File: src/rtl/mpfs_consts.vh
// Constants for the multiphase PWM fault sequencer
`ifndef MPFS_CONSTS_VH
`define MPFS_CONSTS_VH

// ----------------------------------------
// Clock and timing
// ----------------------------------------
`define MPFS_CLK_MHZ 250
`define MPFS_SKEW_NS 400
`define MPFS_SKEW_CYC ((`MPFS_SKEW_NS * `MPFS_CLK_MHZ + 999) / 1000)
`define MPFS_STEP_NS 2000
`define MPFS_STEP_CYC ((`MPFS_STEP_NS * `MPFS_CLK_MHZ + 999) / 1000)
`define MPFS_OSC_HALF_DEF 125

// ----------------------------------------
// DAC levels, one count is 12.5 mV
// ----------------------------------------
`define MPFS_OTF_WINDOW 8'd20
`define MPFS_L5_TOP_HI 8'd148
`define MPFS_L5_TOP_LO 8'd116
`define MPFS_L6_TOP 8'd128
`define MPFS_OVP_STEPS6 8'd16
`define MPFS_OVP_STEPS5 8'd18

// ----------------------------------------
// Current limit
// ----------------------------------------
`define MPFS_CURRENT_LIMIT_SET_PIN_DEF_MV 8'd20

// ----------------------------------------
// Async input vector fields
// ----------------------------------------
`define MPFS_A_EN 0
`define MPFS_A_SUP 1
`define MPFS_A_REFHI 2
`define MPFS_A_REFLO 3
`define MPFS_A_HOT 4
`define MPFS_A_COOL 5
`define MPFS_A_OVP 6
`define MPFS_A_PGHI 7
`define MPFS_A_PGLO 8
`define MPFS_A_SYNC 9
`define MPFS_A_STR2 10
`define MPFS_A_STR4 11
`define MPFS_A_CURRENT_LIMIT_SET_PIN 12
`define MPFS_A_CS 13
`define MPFS_A_END 17
`define MPFS_A_VID 21
`define MPFS_A_W 27

`endif

File: src/rtl/mpfs_vid_stepper.v
// Voltage-ID skew filter and reference DAC stepper
`timescale 1ns/1ns
`include "mpfs_consts.vh"

module mpfs_vid_stepper
#(
  parameter SIX_BIT = 1
)
(
  // Clock and reset
  input wire clock,
  input wire rst,
  // Control
  input wire ss_start,
  input wire active,
  input wire [5:0] vid_code,
  // Status
  output reg [7:0] dac_level_reg,
  output wire at_target,
  output wire vid_shutdown
);

  // ----------------------------------------
  // Code to level
  // ----------------------------------------
  function [7:0] vid_level;
    input [5:0] c;
    begin
      if (SIX_BIT != 0)
        vid_level = `MPFS_L6_TOP - {2'h0, c};
      else if (c[4] == 1'b0)
        vid_level = `MPFS_L5_TOP_HI - {3'h0, c[3:0], 1'b0};
      else
        vid_level = `MPFS_L5_TOP_LO - {3'h0, c[3:0], 1'b0};
    end
  endfunction

  reg [5:0] last_reg;
  reg [6:0] skew_reg;
  reg [7:0] target_reg;
  reg [9:0] step_reg;
  reg soft_reg;
  wire [7:0] new_lvl;
  wire [7:0] diff;
  wire stable;

  assign new_lvl = vid_level(last_reg);
  assign diff = (new_lvl > dac_level_reg) ? new_lvl - dac_level_reg :
    dac_level_reg - new_lvl;
  assign stable = (skew_reg == `MPFS_SKEW_CYC - 1);
  assign at_target = (dac_level_reg == target_reg);
  assign vid_shutdown = (SIX_BIT == 0) && (last_reg[4:0] == 5'h1f);

  // ----------------------------------------
  // Skew filter and stepping
  // ----------------------------------------
  always @(posedge clock)
  begin
    if (rst)
    begin
      last_reg <= 6'h00;
      skew_reg <= 7'h00;
      target_reg <= 8'h00;
      step_reg <= 10'h000;
      soft_reg <= 1'b0;
      dac_level_reg <= 8'h00;
    end
    else
    begin
      if (vid_code != last_reg)
      begin
        last_reg <= vid_code;
        skew_reg <= 7'h00;
      end
      else if (!stable)
        skew_reg <= skew_reg + 7'h01;
      // Out-of-window requests are held off while regulating
      if (stable && (soft_reg || ss_start || diff <= `MPFS_OTF_WINDOW))
        target_reg <= new_lvl;
      if (ss_start)
      begin
        dac_level_reg <= 8'h00;
        soft_reg <= 1'b1;
        step_reg <= 10'h000;
        // Stale target would end soft-start at once
        target_reg <= new_lvl;
      end
      else if (!active)
      begin
        dac_level_reg <= 8'h00;
        soft_reg <= 1'b0;
        step_reg <= 10'h000;
      end
      else if (at_target)
      begin
        soft_reg <= 1'b0;
        step_reg <= 10'h000;
      end
      else if (step_reg == `MPFS_STEP_CYC - 1)
      begin
        step_reg <= 10'h000;
        if (target_reg > dac_level_reg)
          dac_level_reg <= dac_level_reg + 8'h01;
        else
          dac_level_reg <= dac_level_reg - 8'h01;
      end
      else
        step_reg <= step_reg + 10'h001;
    end
  end

endmodule // mpfs_vid_stepper

File: src/rtl/mpfs_sequencer.v
// Multiphase PWM control, protection and start-up sequencing
`timescale 1ns/1ns
`include "mpfs_consts.vh"

module mpfs_sequencer
#(
  parameter SIX_BIT = 1,
  parameter OSC_HALF = `MPFS_OSC_HALF_DEF
)
(
  // Clock and reset
  input wire clock,
  input wire rst,
  // Start-up and supervisor comparators
  input wire enable_pin,
  input wire supply_ok,
  input wire ref_above_set,
  input wire ref_above_clear,
  input wire temp_over_trip,
  input wire temp_cooled,
  input wire out_over_ovp,
  input wire out_above_pg_hi,
  input wire out_below_pg_lo,
  // Straps
  input wire current_limit_set_pin,
  input wire strap_second,
  input wire strap_fourth,
  input wire [7:0] current_limit_set_pin_prog_mv,
  // Clocking
  input wire master_mode,
  input wire sync_clock_in,
  output reg sync_clock_out,
  // Per phase comparators
  input wire [3:0] phase_over_limit,
  input wire [3:0] phase_loop_end,
  // Processor code
  input wire [5:0] voltage_id_code,
  // Phase drives
  output reg [3:0] phase_drive,
  // Power-good open drain
  output wire power_good_out,
  output reg power_good_oe,
  // Status
  output reg [7:0] current_limit_set_pin_threshold_mv,
  output reg [7:0] ovp_margin_steps,
  output wire [7:0] dac_level,
  output reg [2:0] phase_count,
  output reg overvoltage_trip,
  output reg thermal_shutdown,
  output reg soft_start_active
);

  // ----------------------------------------
  // States
  // ----------------------------------------
  localparam ST_OFF = 5'b00001;
  localparam ST_SOFT = 5'b00010;
  localparam ST_RUN = 5'b00100;
  localparam ST_OVL = 5'b01000;
  localparam ST_HOT = 5'b10000;

  // ----------------------------------------
  // Phase slot to output index
  // ----------------------------------------
  function [1:0] slot_phase;
    input [1:0] slot;
    input [2:0] n;
    begin
      if (n == 3'd2)
        slot_phase = {slot[0], 1'b0};
      else
        slot_phase = slot;
    end
  endfunction

  // ----------------------------------------
  // Input synchronisers
  // ----------------------------------------
  reg [`MPFS_A_W-1:0] a1_reg;
  reg [`MPFS_A_W-1:0] a2_reg;
  wire [`MPFS_A_W-1:0] a_raw;

  assign a_raw = {voltage_id_code, phase_loop_end, phase_over_limit,
    current_limit_set_pin, strap_fourth, strap_second, sync_clock_in,
    out_below_pg_lo, out_above_pg_hi, out_over_ovp, temp_cooled,
    temp_over_trip, ref_above_clear, ref_above_set, supply_ok, enable_pin};

  always @(posedge clock)
  begin
    if (rst)
    begin
      a1_reg <= {`MPFS_A_W{1'b0}};
      a2_reg <= {`MPFS_A_W{1'b0}};
    end
    else
    begin
      a1_reg <= a_raw;
      a2_reg <= a1_reg;
    end
  end

  wire en_s = a2_reg[`MPFS_A_EN];
  wire sup_s = a2_reg[`MPFS_A_SUP];
  wire ovp_s = a2_reg[`MPFS_A_OVP];
  wire pghi_s = a2_reg[`MPFS_A_PGHI];
  wire pglo_s = a2_reg[`MPFS_A_PGLO];
  wire sync_s = a2_reg[`MPFS_A_SYNC];
  wire [3:0] over_s = a2_reg[`MPFS_A_CS+3:`MPFS_A_CS];
  wire [3:0] end_s = a2_reg[`MPFS_A_END+3:`MPFS_A_END];
  wire [5:0] vid_s = a2_reg[`MPFS_A_VID+5:`MPFS_A_VID];

  // ----------------------------------------
  // Reference and thermal hysteresis
  // ----------------------------------------
  reg ref_ok_reg;

  always @(posedge clock)
  begin
    if (rst)
    begin
      ref_ok_reg <= 1'b0;
      thermal_shutdown <= 1'b0;
    end
    else
    begin
      if (a2_reg[`MPFS_A_REFHI])
        ref_ok_reg <= 1'b1;
      else if (!a2_reg[`MPFS_A_REFLO])
        ref_ok_reg <= 1'b0;
      // Trip wins over the cooled indication
      if (a2_reg[`MPFS_A_HOT])
        thermal_shutdown <= 1'b1;
      else if (a2_reg[`MPFS_A_COOL])
        thermal_shutdown <= 1'b0;
    end
  end

  // ----------------------------------------
  // Strap capture after reset
  // ----------------------------------------
  reg [1:0] strap_cnt_reg;
  reg strap_done_reg;
  reg current_limit_set_pin_def_reg;

  always @(posedge clock)
  begin
    if (rst)
    begin
      strap_cnt_reg <= 2'h0;
      strap_done_reg <= 1'b0;
      phase_count <= 3'd4;
      current_limit_set_pin_def_reg <= 1'b0;
    end
    else if (!strap_done_reg)
    begin
      // Wait out the synchroniser before trusting straps
      if (strap_cnt_reg == 2'h3)
      begin
        strap_done_reg <= 1'b1;
        current_limit_set_pin_def_reg <= a2_reg[`MPFS_A_CURRENT_LIMIT_SET_PIN];
        if (a2_reg[`MPFS_A_STR4] && a2_reg[`MPFS_A_STR2])
          phase_count <= 3'd2;
        else if (a2_reg[`MPFS_A_STR4])
          phase_count <= 3'd3;
        else
          phase_count <= 3'd4;
      end
      else
        strap_cnt_reg <= strap_cnt_reg + 2'h1;
    end
  end

  // ----------------------------------------
  // Sequencer
  // ----------------------------------------
  reg [4:0] state_reg;
  reg [4:0] state_next;
  reg ss_start;
  wire at_target;
  wire vid_off;
  wire can_start;
  wire lockout;

  // Overvoltage latch sits above everything else; lockout leads the exits from soft-start and run
  assign lockout = !sup_s;
  assign can_start = strap_done_reg && sup_s && ref_ok_reg && en_s &&
    !thermal_shutdown && !vid_off;

  always @*
  begin
    state_next = state_reg;
    ss_start = 1'b0;
    case (state_reg)
      ST_OFF:
      begin
        if (can_start)
        begin
          state_next = ST_SOFT;
          ss_start = 1'b1;
        end
      end
      ST_SOFT, ST_RUN:
      begin
        if (lockout || !ref_ok_reg || !en_s || vid_off)
          state_next = ST_OFF;
        else if (thermal_shutdown)
          state_next = ST_HOT;
        else if (state_reg == ST_SOFT && at_target)
          state_next = ST_RUN;
      end
      ST_HOT:
      begin
        if (!thermal_shutdown)
          state_next = ST_OFF;
      end
      ST_OVL:
        state_next = ST_OVL;
      default:
        state_next = ST_OFF;
    endcase
    if (overvoltage_trip)
      state_next = ST_OVL;
  end

  always @(posedge clock)
  begin
    if (rst)
    begin
      state_reg <= ST_OFF;
      overvoltage_trip <= 1'b0;
      soft_start_active <= 1'b0;
    end
    else
    begin
      state_reg <= state_next;
      // Only a power-on reset releases this latch
      if ((state_reg == ST_SOFT || state_reg == ST_RUN) && ovp_s)
        overvoltage_trip <= 1'b1;
      soft_start_active <= (state_next == ST_SOFT);
    end
  end

  mpfs_vid_stepper #(.SIX_BIT(SIX_BIT)) u_stepper
  (
    .clock(clock),
    .rst(rst),
    .ss_start(ss_start),
    .active(state_reg == ST_SOFT || state_reg == ST_RUN),
    .vid_code(SIX_BIT != 0 ? vid_s : {1'b0, vid_s[4:0]}),
    .dac_level_reg(dac_level),
    .at_target(at_target),
    .vid_shutdown(vid_off)
  );

  // ----------------------------------------
  // Oscillator and interleave timing
  // ----------------------------------------
  reg [15:0] osc_reg;
  reg sync_out_d_reg;
  reg sync_in_d_reg;
  reg [1:0] slot_reg;
  wire tick;
  wire [1:0] next_slot;
  wire [1:0] ph;

  always @(posedge clock)
  begin
    if (rst)
    begin
      osc_reg <= 16'h0000;
      sync_clock_out <= 1'b0;
      sync_out_d_reg <= 1'b0;
      sync_in_d_reg <= 1'b0;
    end
    else
    begin
      if (osc_reg == OSC_HALF[15:0] - 16'h0001)
      begin
        osc_reg <= 16'h0000;
        sync_clock_out <= !sync_clock_out;
      end
      else
        osc_reg <= osc_reg + 16'h0001;
      sync_out_d_reg <= sync_clock_out;
      sync_in_d_reg <= sync_s;
    end
  end

  // Slave is fed from the master output by board wiring
  assign tick = master_mode ? (sync_clock_out && !sync_out_d_reg) :
    (!sync_s && sync_in_d_reg);
  assign next_slot = ({1'b0, slot_reg} + 3'd1 >= phase_count) ? 2'h0 :
    slot_reg + 2'h1;
  assign ph = slot_phase(next_slot, phase_count);

  // ----------------------------------------
  // Phase drives and current limit
  // ----------------------------------------
  wire running;

  assign running = (state_reg == ST_SOFT || state_reg == ST_RUN) &&
    !overvoltage_trip && !thermal_shutdown && !lockout;

  always @(posedge clock)
  begin
    if (rst)
    begin
      slot_reg <= 2'h0;
      phase_drive <= 4'h0;
    end
    else if (!running)
    begin
      slot_reg <= 2'h0;
      phase_drive <= 4'h0;
    end
    else
    begin
      // Pulse ends on loop comparator or limit, whichever first
      phase_drive <= phase_drive & ~over_s & ~end_s;
      if (tick)
      begin
        slot_reg <= next_slot;
        // Comparator already tracks the folded threshold
        if (!over_s[ph])
          phase_drive[ph] <= 1'b1;
      end
    end
  end

  // ----------------------------------------
  // Thresholds and power-good
  // ----------------------------------------
  wire [7:0] base_mv;
  wire fold;

  assign base_mv = current_limit_set_pin_def_reg ? `MPFS_CURRENT_LIMIT_SET_PIN_DEF_MV : current_limit_set_pin_prog_mv;
  assign fold = pglo_s || state_reg == ST_SOFT;
  assign power_good_out = 1'b0;

  always @(posedge clock)
  begin
    if (rst)
    begin
      current_limit_set_pin_threshold_mv <= 8'h00;
      ovp_margin_steps <= 8'h00;
      power_good_oe <= 1'b1;
    end
    else
    begin
      current_limit_set_pin_threshold_mv <= fold ? {1'b0, base_mv[7:1]} : base_mv;
      ovp_margin_steps <= (SIX_BIT != 0) ? `MPFS_OVP_STEPS6 :
        `MPFS_OVP_STEPS5;
      power_good_oe <= !(state_next == ST_RUN && running &&
        !pghi_s && !pglo_s);
    end
  end

endmodule // mpfs_sequencer

File: config.mk
export PLATFORM = sky130hd
export DESIGN_NAME = mpfs_sequencer
export DESIGN_NICKNAME = d
export VERILOG_FILES = /design/src/rtl/mpfs_vid_stepper.v /design/src/rtl/mpfs_sequencer.v
export VERILOG_INCLUDE_DIRS = /design/src /design/src/rtl
export SDC_FILE = /design/constraint.sdc
export NUM_CORES = 1
export LEC_CHECK = 0
export ABC_AREA = 1
export BUFFER_PORTS_ARGS = -buffer_cell sky130_fd_sc_hd__buf_2
export CAP_MARGIN = 30
export CORE_AREA = 2 2 115 117
export CTS_CLUSTER_DIAMETER = 150
export CTS_CLUSTER_SIZE = 16
export DETAILED_ROUTE_END_ITERATION = 8
export DIE_AREA = 0 0 117 119
export GPL_ROUTABILITY_DRIVEN = 0
export GPL_TIMING_DRIVEN = 0
export HOLD_SLACK_MARGIN = 0.15
export PLACE_DENSITY_LB_ADDON = 0.15
export SKIP_LAST_GASP = 1
export SLEW_MARGIN = 10
export SYNTH_ARGS = -nofsm -noshare
export SYNTH_HDL_FRONTEND = slang
export SYNTH_SLANG_ARGS = --single-unit
File: constraint.sdc
create_clock -name clock -period 4.3 [get_ports clock]
set_input_delay 0.645 -clock clock [delete_from_list [all_inputs] [get_ports clock]]
set_output_delay 0.645 -clock clock [all_outputs]
set_load 0.03 [all_outputs]
# Word level (Yosys, flattened, before mapping)
# Cells that the tools add are included.
# W data, S select, Z words.
# word_totals
out_inout_bits	37
regBits	152
elab_cells	152
# op_classes
n_lt_le_gt_ge	6
muxes	36
bitwise_logic	10
n_eq_ne	16
addsub	11
reduce_logical	46
# ops
operator	count
$mux W8	5
$mux W5	7
$pmux W5 S4	1
$logic_and A1 B1 Y1	17
$add A16 B1 Y16 const B	1
$eq A16 B7 Y1 const B	1
$gt A8 B8 Y1	2
$sub A8 B8 Y8	2
$mux W1	14
$logic_not A1 Y1	11
$add A10 B1 Y10 const B	1
$eq A10 B9 Y1 const B	1
$eq A5 B2 Y1 const B	2
$eq A5 B3 Y1 const B	2
$reduce_or A2 Y1	5
$add A8 B1 Y8 const B	1
$and A4 B4 Y4	2
$eq A8 B8 Y1	1
$le A8 B5 Y1 const B	1
$mux W4	2
$not A4 Y4	2
$sub A8 B1 Y8 const B	1
$sub A8 B6 Y8 const A	1
$add A7 B1 Y7 const B	1
26 further kinds	41

# Depth between registers and ports, before layout
# logic_depth
word_depth	12
mapped_depth	27
mapped_depth_nobuf	26

# By module
# A second synthesis with hierarchy kept.
# hier_totals
hier_cells	935
area_unflattened_um2	6829.0
# by_module_without_submodules
mod	cells_each	instances	area_per_inst_um2
mpfs_sequencer	493	1	3913.8
mpfs_vid_stepper	442	1	2915.3

# Worst setup path before layout
# Ideal clock, no wire load.
# synth_path
path_kind	flip-flop to flip-flop
startpoint	register u_stepper.dac_level_reg[1]
endpoint	register u_stepper.dac_level_reg[7]
n_path_buf	0
required_time_ns	4.180
setup_ns	0.120
path_stages_with_launch	20
period_less_slack_ns	3.423
path_slack_ns	0.877
arrival_ns	3.303
cell_sequence	dfxtp_1 > inv_1 > ha_1 > inv_1 > nor4_1 > inv_1 > nand2_1 > ha_1 > a21oi_1 > nand2_1 > a21o_1 > a21o_1 > nand2_1 > nand2_1 > a21oi_1 > inv_1 > nand2_1 > nand3_1 > o21ai_0 > a21oi_1
# synth_via
elab_chain_len	3
word_cells_on_any_way	7
# synth_rtl
item	line_no	source
start: declaration	mpfs_vid_stepper.v:18	output reg [7:0] dac_level_reg,
start signal: assignment	mpfs_vid_stepper.v:103	dac_level_reg <= dac_level_reg + 8'h01;
start signal: assignment	mpfs_vid_stepper.v:105	dac_level_reg <= dac_level_reg - 8'h01;
branches (longest 3 deep; another with $sub A8 B1 Y8)	--	
# Parallel ways; which one is timed is not known.
# A chain may end at the register's enable or synchronous reset.

# Worst setup path after layout
# Same ends and word-level chain as after synthesis.

==> metrics.txt <==
total setup buffers inserted after CTS=0; total half-perimeter wirelength after legalization and detailed placement=slightly below 10 mm; count of state elements after synthesis=roughly 150; die footprint=13,900 um2; die height=119 um; starting density of the core=0.528; CTS Hold Buffers Added=0; critical path cell sequence=inv_1, ha_1, inv_1, nor4_1, inv_1, nand2_1, ha_1, a21oi_1, nand2_1, a21o_1, a21o_1, nand2_1, nand2_1, a21oi_1, inv_1, nand2_1, nand3_1, o21ai_0, a21oi_1; Pint=roughly 2.3 mW; Area growth syn-to-layout=16.8%; Flop pwr share=0.452; number of vias after detailed routing=~5.5k; DRC violations left=0; slew at the pin closest to its max-slew limit=0.796 ns; nature of the critical path startpoint=register; average wire length per cell after detail routing=11.0 um; post-route clock period utilization=0.910; Die X-Extent=117 um; class of the tightest hold or removal check=register to register; number of fill cells in the layout=1,171; remaining antenna violation count after routing=0; Fin Clk Skew=0.00864 ns; clock latency on the worst-skew pair=0.42 ns; TritonCTS sink count=145; VDD IR-drop max=0.000253 V; switching power=roughly 0.85 mW; number of maximum-capacitance constraint violations=0; via count of the first global-routing pass=about 5.0k; Top cell by count, worst path=nand2_1; count of warnings emitted by yosys=0; clock-pin slew of the registers on the worst-case setup and hold paths=0.06 ns; Highest Clock Rate=0.256 GHz; final hold violations=0; Mapped Area=6790 um2; number of ports placed on the die boundary=75; total CTS buffers=17; antenna violations before repair=0; # nets final=1,075; grt ovf=0; wire length of the first global-routing pass=approximately 22 mm; total track usage=0.202; clock share of power=0.429; Core Area=about 13,000 um2; number of iterations in the first detailed-routing pass=6; critical path data required time=4.60 ns; synthesized area per cell=between 7 and 8 um2; drt via density=around 4.6; htree depth=4; number of buffers on the longest clock path=2; power per cell area=398 nW/um2; Cell Count Post-Placement=1,156; Critical Path Max Stage Delay=0.69 ns; static power due to leakage=3.74 nW; most instantiated flip-flop cell in the synthesis netlist=dfxtp_1; status=completed; slowest cell on the critical path=nor4_1; capturing element type of the critical path=register; fin cells=1,188; routed wire length=13.1 mm; share of flip-flops with an asynchronous set or reset after synthesis=0; cell count after synthesis=906; count of different cell masters after synthesis=50; sequential fraction of the synthesis area=0.427; switch share=0.269; Worst slew margin=0.464; setup repair after global routing missed its margin=no; TritonCTS clock tree=yes; pin count of the biggest net entering global routing=17; endpoints failing setup=0; antenna cells=0; WS Path Type=register to register; maximum fanout count along the critical path=8; Post-synth EDFFs=0; quantity of gates resized following cts=0; combinational group share of total power=0.120; final critical delay including setup and external delays=3.91 ns; number of rows created at floorplan=42; share of layout cells above drive strength 1=0.162; total negative slack for setup checks=0 ns; root buffer cell=clkbuf_16; iteration-0 DRC count of the detailed router=220; Final Max Tran Viols=0; number of input and output port buffers inserted=66; Worst EP arrival=4.22 ns
routing by layer:
metal  GRT usage  vias to the layer above  share of wire
li1            -                     2999              -
met1       0.239                     2368           0.45
met2       0.338                      107           0.48
met3      0.0438                       30          0.035
met4       0.106                        0          0.031
met5           0                        -              0
through the flow:
step                hold slack, ns  instance area [um2]   util  worst slack [ns]  total power [mW]
CTS                          0.398                 7930  0.616             0.371              3.19
finish                       0.399                 7930  0.616             0.387              3.16
detailed placement           0.392                 7380  0.573             0.398              1.84
global route                 0.407                 7930  0.616           0.00771              3.30
global placement             0.389                 7370  0.572             0.470              1.83
floorplan                    0.388                 6820      -             0.877              1.74
Yosys cell counts, drive strengths merged (3+ instances only):
master   number  area (um2)
o22ai         3        18.8
or2           8        50.1
nand3b        6        45.0
ha           37         463
xor2         13         114
nand2       123         533
a21oi        57         285
nor2        162         653
nand4        14        93.8
o211ai        4        30.0
xnor2         8        70.1
nor4          6        37.5
dfxtp       145        2900
nor3         19         100
buf          18         113
clkbuf        4        15.0
nand3        37         195
o21ai        34         170
a21o          3        22.5
inv         182         686
a2111oi       3        28.8
final cells by class:
class | instances | area [um2] | share of cell area
plain buffers | 22 | 128 | 0.0161
well taps | 176 | 220 | 0.0278
repair buffers | 67 | 340 | 0.0429
multi-input cells | 563 | 3100 | 0.391
inverters | 183 | 689 | 0.0869
clock buffers | 19 | 453 | 0.0571
flip-flops and latches | 145 | 2900 | 0.366
clock inverters | 13 | 100 | 0.0126
power groups by stage:
stage | combinational [mW] | clock (mW) | sequential, mW
4_1_cts | 0.381 | 1.38 | 1.43
2_1_floorplan | 0.262 | 0 | 1.48
5_1_grt | 0.428 | 1.44 | 1.43
3_3_place_gp | 0.376 | 0 | 1.46
6_report | 0.379 | 1.35 | 1.43
3_5_place_dp | 0.379 | 0 | 1.46
final timing paths:
| check | end | slack (ns) | from | depth (start not counted) |
|---|---|---|---|---|
| max | u_stepper.dac_level_reg[7] | 0.39 | u_stepper.dac_level_reg[1] | 19 |
| max reg2reg | u_stepper.dac_level_reg[7] | 0.39 | u_stepper.dac_level_reg[1] | 19 |
| min | a2_reg[21] | 0.40 | a1_reg[21] | 2 |
| min reg2reg | a2_reg[21] | 0.40 | a1_reg[21] | 2 |
worst max-delay path, delay by kind of cell (launching register included):
| kind | cells | cell delay [ns] |
|---|---|---|
| buf+inv | 4 | 0.45 |
| fa+ha+maj | 2 | 0.66 |
| simple gates | 7 | 1.35 |
| flops | 1 | 0.46 |
| compound gates | 6 | 0.87 |
kinds of logic (layout without fill, tap and decap cells):
family | count (synthesis) | in the layout | synth area share
other cells | 1 | 8 | 0.000552
fa+ha+maj | 38 | 38 | 0.0711
simple gates | 381 | 381 | 0.259
flops | 145 | 145 | 0.427
buf+inv | 205 | 304 | 0.120
compound gates | 115 | 115 | 0.0949
xor+xnor | 21 | 21 | 0.0271
layout by cell type, fill, tap and decap left out, types with 2 or more instances in the layout:
cell and n:
inv_1 178, nor2_1 148, dfxtp_1 145, nand2_1 104
buf_2 66, a21oi_1 57, ha_1 37, nand3_1 35
o21ai_0 30, nor3_1 18, clkbuf_16 17, nand2_2 16
nand4_1 13, xor2_1 13, nor2_2 12, buf_4 12
xnor2_1 8, or2_2 8, conb_1 8, nor4_1 6
buf_1 6, nand3b_1 6, o211ai_1 4, clkbuf_1 4
o21ai_1 4, inv_6 4, clkinvlp_4 4, inv_2 3
a21o_1 3, o22ai_1 3, clkinv_2 3, o21a_1 2
and2_1 2, nor2_4 2, o21bai_1 2, a2111oi_1 2
nand2_4 2, nand3_2 2, or3b_2 2, clkbuf_8 2
Power figures use the tool's default switching activity.
